File: config.mk
export PLATFORM = sky130hd
export DESIGN_NAME = cpwm_top
export DESIGN_NICKNAME = d
export VERILOG_FILES = /design/src/cpwm_pkg.sv /design/src/cpwm_timebase.sv /design/src/cpwm_top.sv
export SDC_FILE = /design/constraint.sdc
export NUM_CORES = 1
export LEC_CHECK = 0
export BUFFER_PORTS_ARGS = -buffer_cell sky130_fd_sc_hd__clkbuf_2
export CELL_PAD_IN_SITES_DETAIL_PLACEMENT = 0
export CELL_PAD_IN_SITES_GLOBAL_PLACEMENT = 1
export CORE_ASPECT_RATIO = 2
export CORE_MARGIN = 10
export CORE_UTILIZATION = 41
export CTS_BUF_LIST = sky130_fd_sc_hd__clkbuf_16
export CTS_CLUSTER_DIAMETER = 120
export CTS_CLUSTER_SIZE = 20
export DETAILED_ROUTE_END_ITERATION = 16
export GPL_ROUTABILITY_DRIVEN = 0
export GPL_TIMING_DRIVEN = 1
export MAX_ROUTING_LAYER = met4
export PLACE_DENSITY = 0.84
export SLEW_MARGIN = 20
export SYNTH_ARGS = -nofsm -noshare
export SYNTH_HDL_FRONTEND = slang
export SYNTH_SLANG_ARGS = --single-unit
File: constraint.sdc
create_clock -name aclk -period 2.05 [get_ports aclk]
set_input_delay 0.615 -clock aclk [delete_from_list [all_inputs] [get_ports aclk]]
set_output_delay 0.615 -clock aclk [all_outputs]
set_load 0.01 [all_outputs]
File: src/cpwm_pkg.sv
// Package for the capture/PWM output time base: register map, field layout, reset values.
// Assumes a 32-bit AXI4-Lite register bus and one 20 MHz system clock.
package cpwm_pkg;
  localparam int          AXI_AW           = 4;
  localparam logic [3:0]  OFS_PERIOD_LIMIT = 4'h0;
  localparam logic [3:0]  OFS_DUTY_HIGH    = 4'h4;
  localparam logic [3:0]  OFS_CONTROL      = 4'h8;
  localparam logic [3:0]  OFS_STATUS       = 4'hc;
  localparam int          CTL_DLOW_LSB     = 4;
  localparam int          CTL_PRE_LSB      = 0;
  localparam int          CTL_EN_BIT       = 2;
  localparam logic [7:0]  RST_PERIOD_LIMIT = 8'hff;
  localparam logic [7:0]  RST_DUTY_HIGH    = 8'h00;
  localparam logic [5:0]  RST_CONTROL      = 6'h00;
  localparam logic [1:0]  PRE_DIV1         = 2'h0;
  localparam logic [1:0]  PRE_DIV4         = 2'h1;
  localparam logic [1:0]  RESP_OKAY        = 2'h0;
  localparam logic [1:0]  RESP_SLVERR      = 2'h2;
  localparam int          OSC_PER_INSTR    = 4;
  localparam logic [31:0] BLOCK_ID         = 32'h0000_5a01; // Arbitrary value
endpackage : cpwm_pkg

File: src/cpwm_timebase.sv
// Prescaled 10-bit PWM time base: oscillator phase, prescaler and period timer.
// Assumes the enable and prescale selection come from the register block on the same clock.
`timescale 1ns/10ps
module cpwm_timebase
  import cpwm_pkg::*;
(
  input  wire logic       aclk,
  input  wire logic       aresetn,
  input  wire logic       run,
  input  wire logic [1:0] prescale,
  input  wire logic [7:0] period_limit,
  output logic      [9:0] time_base,
  output logic            rollover,
  output logic            tick
);
  typedef struct packed {
    logic [1:0] phase;
    logic [3:0] pre;
    logic [7:0] timer;
  } cpwm_tb_t;
  cpwm_tb_t s_r, s_nxt;
  logic inc;
  logic [1:0] low2;

  always_comb begin
    s_nxt = s_r;
    inc   = 1'b0;
    low2  = 2'b00;
    if (!run) begin
      s_nxt = '0;
    end else begin
      s_nxt.phase = s_r.phase + 2'd1;
      if (s_r.phase == 2'd3) begin
        // Prescaler advances once per instruction cycle
        case (prescale)
          PRE_DIV1: begin
            inc = 1'b1;
            s_nxt.pre = 4'h0;
          end
          PRE_DIV4: begin
            inc = (s_r.pre[1:0] == 2'd3);
            s_nxt.pre = {2'b00, s_r.pre[1:0] + 2'd1};
          end
          default: begin
            inc = (s_r.pre == 4'hf);
            s_nxt.pre = s_r.pre + 4'h1;
          end
        endcase
      end
      if (inc) begin
        // Clear after match on next increment
        s_nxt.timer = (s_r.timer == period_limit) ? 8'h00 : s_r.timer + 8'h01;
      end
    end
    // Two low bits of the next state: oscillator phase at 1:1, prescaler bits otherwise
    case (prescale)
      PRE_DIV1: low2 = s_nxt.phase;
      PRE_DIV4: low2 = s_nxt.pre[1:0];
      default:  low2 = s_nxt.pre[3:2];
    endcase
  end

  always_ff @(posedge aclk) begin
    if (!aresetn) begin
      s_r       <= '0;
      time_base <= 10'h000;
      rollover  <= 1'b0;
      tick      <= 1'b0;
    end else begin
      s_r       <= s_nxt;
      time_base <= {s_nxt.timer, low2};
      rollover  <= inc && (s_r.timer == period_limit);
      tick      <= inc;
    end
  end
endmodule : cpwm_timebase

File: src/cpwm_top.sv
// Single-output PWM with 8-bit period timer, 10-bit time base and double-buffered duty.
// Assumes an AXI4-Lite master on aclk; pwm_out goes straight to a pin.
//
// Contract
// - Period equals (period_limit+1) times 4 oscillator periods times prescale.
// - Timer clears on the increment after it equals period_limit.
// - Output goes high at period start unless duty is zero.
// - At rollover pending duty high byte and low bits load active duty.
// - No postscaler affects the PWM period.
// - Duty is 10 bits: write-high byte over two control low bits.
// - Duty writes take effect only after the current period ends.
// - Active duty high byte is read-only while PWM runs.
// - High time equals duty times oscillator period times prescale.
// - Active duty plus hidden 2-bit latch double-buffer the duty; here the latch reads back in status bits 1:0.
// - Time base is timer over phase bits or prescaler bits.
// - Output falls when time base equals active 10-bit duty.
// - Pulse width above period leaves output unchanged.
// - Prescale factors are exactly 1, 4 and 16.
// - Full 10-bit resolution is reached when period_limit is 255.
//
// Our own choices: register access over AXI4-Lite and the register addresses.
`timescale 1ns/10ps
module cpwm_top
  import cpwm_pkg::*;
(
  input  wire logic        aclk,
  input  wire logic        aresetn,
  input  wire logic [3:0]  s_axi_awaddr,
  input  wire logic        s_axi_awvalid,
  output logic             s_axi_awready,
  input  wire logic [31:0] s_axi_wdata,
  input  wire logic [3:0]  s_axi_wstrb,
  input  wire logic        s_axi_wvalid,
  output logic             s_axi_wready,
  output logic [1:0]       s_axi_bresp,
  output logic             s_axi_bvalid,
  input  wire logic        s_axi_bready,
  input  wire logic [3:0]  s_axi_araddr,
  input  wire logic        s_axi_arvalid,
  output logic             s_axi_arready,
  output logic [31:0]      s_axi_rdata,
  output logic [1:0]       s_axi_rresp,
  output logic             s_axi_rvalid,
  input  wire logic        s_axi_rready,
  output logic             pwm_out
);
  import cpwm_pkg::*;

  typedef struct packed {
    logic        aw_full;
    logic [3:0]  aw_addr;
    logic        w_full;
    logic [31:0] w_data;
    logic [3:0]  w_strb;
    logic        bvalid;
    logic [1:0]  bresp;
    logic        rvalid;
    logic [1:0]  rresp;
    logic [31:0] rdata;
    logic [7:0]  period_limit;
    logic [7:0]  duty_write_high;
    logic [7:0]  duty_active_high;
    logic [1:0]  duty_latch;
    logic [5:0]  control;
    logic        pwm;
    logic        started;
  } cpwm_state_t;

  cpwm_state_t s_r, s_nxt;
  logic [9:0]  time_base;
  logic        rollover;
  logic        tick;
  logic        run;
  logic [9:0]  next_duty;
  logic        wr_go;

  function automatic logic [31:0] cpwm_read(input logic [3:0] a, input cpwm_state_t s);
    logic [31:0] d;
    d = 32'h0000_0000;
    if (a == OFS_PERIOD_LIMIT) begin
      d = {24'h0, s.period_limit};
    end else if (a == OFS_DUTY_HIGH) begin
      d = {16'h0, s.duty_active_high, s.duty_write_high};
    end else if (a == OFS_CONTROL) begin
      d = {26'h0, s.control};
    end else if (a == OFS_STATUS) begin
      d = {22'h0, s.pwm, s.started, 6'h0, s.duty_latch};
    end
    return d;
  endfunction : cpwm_read

  function automatic logic cpwm_mapped(input logic [3:0] a);
    return (a[1:0] == 2'b00);
  endfunction : cpwm_mapped

  assign run = s_r.control[CTL_EN_BIT];

  cpwm_timebase u_tb (
    .aclk         (aclk),
    .aresetn      (aresetn),
    .run          (run),
    .prescale     (s_r.control[CTL_PRE_LSB +: 2]),
    .period_limit (s_r.period_limit),
    .time_base    (time_base),
    .rollover     (rollover),
    .tick         (tick)
  );

  always_comb begin
    s_nxt     = s_r;
    wr_go     = s_r.aw_full && s_r.w_full && !s_r.bvalid;
    next_duty = {s_r.duty_write_high, s_r.control[CTL_DLOW_LSB +: 2]};
    if (s_axi_awvalid && !s_r.aw_full) begin
      s_nxt.aw_full = 1'b1;
      s_nxt.aw_addr = s_axi_awaddr;
    end
    if (s_axi_wvalid && !s_r.w_full) begin
      s_nxt.w_full = 1'b1;
      s_nxt.w_data = s_axi_wdata;
      s_nxt.w_strb = s_axi_wstrb;
    end
    if (wr_go) begin
      s_nxt.aw_full = 1'b0;
      s_nxt.w_full  = 1'b0;
      s_nxt.bvalid  = 1'b1;
      s_nxt.bresp   = cpwm_mapped(s_r.aw_addr) ? RESP_OKAY : RESP_SLVERR;
      if (s_r.w_strb[0]) begin
        if (s_r.aw_addr == OFS_PERIOD_LIMIT) begin
          s_nxt.period_limit = s_r.w_data[7:0];
        end else if (s_r.aw_addr == OFS_DUTY_HIGH) begin
          s_nxt.duty_write_high = s_r.w_data[7:0];
        end else if (s_r.aw_addr == OFS_CONTROL) begin
          s_nxt.control = s_r.w_data[5:0];
          if (s_r.w_data[CTL_PRE_LSB +: 2] == 2'b11) begin
            s_nxt.control[CTL_PRE_LSB +: 2] = 2'b10;
          end
        end
      end
      if (s_r.w_strb[1] && s_r.aw_addr == OFS_DUTY_HIGH && !run) begin
        s_nxt.duty_active_high = s_r.w_data[15:8];
      end
    end
    if (s_r.bvalid && s_axi_bready) begin
      s_nxt.bvalid = 1'b0;
    end
    if (s_axi_arvalid && !s_r.rvalid) begin
      s_nxt.rvalid = 1'b1;
      s_nxt.rdata  = cpwm_read(s_axi_araddr, s_r);
      s_nxt.rresp  = cpwm_mapped(s_axi_araddr) ? RESP_OKAY : RESP_SLVERR;
    end else if (s_r.rvalid && s_axi_rready) begin
      s_nxt.rvalid = 1'b0;
    end
    // PWM output sequencing
    if (!run) begin
      s_nxt.pwm     = 1'b0;
      s_nxt.started = 1'b0;
    end else if (rollover || !s_r.started) begin
      s_nxt.started          = 1'b1;
      s_nxt.duty_active_high = next_duty[9:2];
      s_nxt.duty_latch       = next_duty[1:0];
      s_nxt.pwm              = (next_duty != 10'h000);
    end else if (time_base == {s_r.duty_active_high, s_r.duty_latch}) begin
      s_nxt.pwm = 1'b0;
    end
  end

  always_ff @(posedge aclk) begin
    if (!aresetn) begin
      s_r                  <= '0;
      s_r.period_limit     <= RST_PERIOD_LIMIT;
      s_r.duty_write_high  <= RST_DUTY_HIGH;
      s_r.duty_active_high <= RST_DUTY_HIGH;
      s_r.control          <= RST_CONTROL;
    end else begin
      s_r <= s_nxt;
    end
  end

  assign s_axi_awready = !s_r.aw_full;
  assign s_axi_wready  = !s_r.w_full;
  assign s_axi_bvalid  = s_r.bvalid;
  assign s_axi_bresp   = s_r.bresp;
  assign s_axi_arready = !s_r.rvalid;
  assign s_axi_rvalid  = s_r.rvalid;
  assign s_axi_rdata   = s_r.rdata;
  assign s_axi_rresp   = s_r.rresp;
  assign pwm_out       = s_r.pwm;
endmodule : cpwm_top

==> results.py <==
metrics = {
    "outcome": {
        "status": "finished clean",
    },
    "worst_setup_path": {
        "slowest_delay_ns": 0.47,
        "rrSetupSlack_ns": 0.22,
        "critPathMaxFanout": 15,
        "rr_startpoint": "u_tb.s_r[8]",
        "path_class": "flop to flop",
        "cp.required_ns": 2.33,
        "reg2reg_to": "u_tb.s_r[7]",
        "reg2regPathDepth": 6,
        "critPathLaunchType": "flop",
        "crit_chain": "ha_1 -> and4_1 -> a21oi_2 -> o31ai_2 -> buf_4 -> a21oi_1",
        "critPathArrivalTime_ns": 2.11,
        "worst_path_max_delay_cell": "a21oi_2",
        "critPathCaptureType": "flop",
    },
    "sta": {
        "worst_slew_pin_slew_ns": 0.619,
        "rsz0062_at_grt": "no",
        "hold_viol": 0,
        "drv_slew": 0,
        "fmax_mhz": 547,
        "period_minus_slack_ns": 1.83,
        "finalCritPeriodShare_pct": 89.2,
        "clock_skew_ns": 0.00845,
        "finalSetupTns_ns": 0,
        "slew_headroom_pct": 58.8,
        "setup_viol": 0,
    },
    "clock_network": {
        "cts.sinks": 95,
        "cts_tree": "built",
        "root_buffer": "clkbuf_16",
        "numCtsBuffers": 9,
        "cts_hold_buf": 0,
        "post_cts_buffers": 0,
        "clock_latency_ns": 0.35,
        "clockBufferDepth": 2,
        "clk_pin_slew_ns": 0.06,
        "ctsResizeCount": 0,
        "htreeDepth": 3,
    },
    "logic_synthesis": {
        "synth-seq-cells": 95,
        "ys_async_sr_fraction_pct": 0,
        "synth_edf_count": 0,
        "yosysUniqueCellTypes": 52,
        "synth_ff_type": "dfxtp_1",
        "yosys.area_share.simple_pct": 19.0,
        "synthXorXnorAreaFrac_pct": 4.43,
        "synth_seq_area_share_pct": 43.7,
        "postSynthAreaPerCell_um2": 8.86,
        "syn_area_mm2": 0.00435,
        "synth_fa_ha_area_share_pct": 0.863,
        "synth_warnings": 0,
        "synth-compound-area-share_pct": 12.1,
        "synth_top_family_by_area": "simple AND/OR/NAND/NOR gates",
        "muxShareOfSynthArea_pct": 10.1,
        "synth_cells": 491,
    },
    "min_path": {
        "hp-class": "flop to flop",
        "min_from": "u_tb.s_r[12]",
        "whs_path_depth": 1,
        "hold_end": "u_tb.s_r[12]",
    },
    "route": {
        "drc": 0,
        "via_per_inst": 5.18,
        "highest_layer": "met4",
        "antenna_left": 0,
        "drt-met1-wl_mm": 3.86,
        "drtIter0Drc": 234,
        "dr_total_vias": 3475,
        "wl_mm": 11.1,
        "dr.pass1.iters": 4,
        "met2_length_mm": 6.32,
        "met3_length_um": 376,
        "wl_per_cell_um": 16.6,
    },
    "power_and_ir_drop": {
        "ir_worst_vdd_uv": 446,
        "total_power_uw": 3690,
        "powerDensity_mw_per_mm2": 755,
        "leakage_uw": 0.00206,
    },
    "die": {
        "core_area_mm2": 0.0105,
        "die_width_um": 92.8,
        "rows": 53,
        "initial_core_util_pct": 41.5,
        "die_h_um": 166,
        "ios": 93,
        "die_area_mm2": 0.0154,
    },
    "finish": {
        "syn_to_final_growth_pct": 12.4,
        "final_cell_mix": "dfxtp_1, nand2_1, clkbuf_2",
        "final_cell_area_mm2": 0.00489,
        "final_util_pct": 46.7,
        "final_nets": 583,
        "num_antenna_cells": 0,
        "n_fill_cell": 1078,
        "drive_above_1_share_pct": 18.5,
        "final_common_cell": "dfxtp_1",
    },
    "global_routing": {
        "gr-total-overflow": 0,
        "grt_pass1_wl_mm": 18.2,
        "first_global_vias": 3586,
        "grt_use_total_pct": 15.4,
        "antenna_found_initial": 0,
        "grt_max_degree": 25,
    },
    "run": {
        "max_cap_viol_count": 0,
    },
    "placement": {
        "dp_hpwl_mm": 8.88,
        "port_buffers": 56,
        "placed_cell_area_mm2": 0.00462,
    },
}
[power by group]
part | switching (uW) | total (uW) | internal (uW)
sequential | 31.7 | 1920 | 1880
clock | 714 | 1520 | 810
combinational | 151 | 250 | 99.1
[worst max path at each step]
stage          depth (start not counted)              end            start  slack (ns)
5_1_grt                                6      u_tb.s_r[7]      u_tb.s_r[8]      0.0005
3_5_place_dp                           5  s_axi_rdata[15]  s_axi_araddr[2]        0.17
3_3_place_gp                           5  s_axi_rdata[15]  s_axi_araddr[2]        0.21
2_1_floorplan                          6      u_tb.s_r[7]     u_tb.s_r[12]        0.50
4_1_cts                                6      u_tb.s_r[2]      u_tb.s_r[8]        0.19
6_report                               6      u_tb.s_r[7]      u_tb.s_r[8]        0.22
[per-stage QoR]
step | hold slack (ns) | setup slack [ns] | std cells
floorplan | 0.417 | 0.495 | 508
global placement | 0.431 | 0.209 | 655
detailed placement | 0.437 | 0.169 | 655
CTS | 0.452 | 0.186 | 671
global route | 0.466 | 0.000481 | 671
finish | 0.448 | 0.222 | 671
[final cells by class]
cell class,instances,area (um2),area share [%]
clock buffers,9,225,4.60
clock inverters,7,41.3,0.844
inverters,8,30.0,0.614
multi-input cells,342,2090,42.7
flip-flops and latches,95,1900,38.9
well taps,137,171,3.50
repair buffers,73,433,8.85
[layer usage]
layer	vias to the layer above	global-route usage, %
li1	1714	-
met1	1633	13.7
met3	37	2.72
met2	91	28.1
met4	0	10.5
met5	-	-
[cell families after synthesis]
kind of cell               Yosys count
AOI/OAI and AO/OA                   86
xor gates and xnor gates            22
adders and majority gates            3
buffers and inverters               71
DFF                                 95
muxes                               41
other                                1
and+or+nand+nor                    172
[flip-flops by register name, summed over array words and instances, names as in the netlist]
signal,flops
s_r,46
s_axi_rdata,16
u_tb.s_r,14
next_duty,10
u_tb.time_base,2
pwm_out,1
run,1
s_axi_bresp,1
s_axi_bvalid,1
s_axi_rresp,1
s_axi_rvalid,1
u_tb.rollover,1
[worst max-delay path, delay by kind of cell (launching register included)]
kind	cells	cell delay, ns
buf+inv	1	0.19
simple gates	1	0.23
fa+ha+maj	1	0.24
flops	1	0.35
compound gates	3	0.73
[synthesized netlist by cell type, types with 2 or more instances]
library cell | count | area share, %
nand3_1 | 10 | 1.2
inv_2 | 2 | 0.17
or3_1 | 4 | 0.58
nand2b_1 | 5 | 0.72
buf_2 | 6 | 0.69
mux2_1 | 2 | 0.52
nor4_1 | 7 | 1.0
o21ai_1 | 5 | 0.58
and3b_1 | 2 | 0.40
nor2_1 | 48 | 4.1
inv_1 | 6 | 0.52
dfxtp_1 | 95 | 44
nor2b_1 | 7 | 1.0
buf_4 | 38 | 6.6
clkbuf_1 | 17 | 1.5
xor2_1 | 8 | 1.6
xnor2_1 | 14 | 2.8
ha_1 | 3 | 0.86
nand2_1 | 64 | 5.5
and2_1 | 2 | 0.29
nand4_1 | 9 | 1.3
a22oi_1 | 12 | 2.1
o211ai_1 | 2 | 0.35
a211oi_1 | 9 | 1.6
mux4_2 | 2 | 1.0
o2bb2ai_1 | 4 | 0.81
o21ai_0 | 10 | 1.2
a21oi_1 | 38 | 4.4
and4_1 | 2 | 0.40
mux2i_1 | 36 | 8.3
No activity file was read; power rests on OpenSTA's default activity.
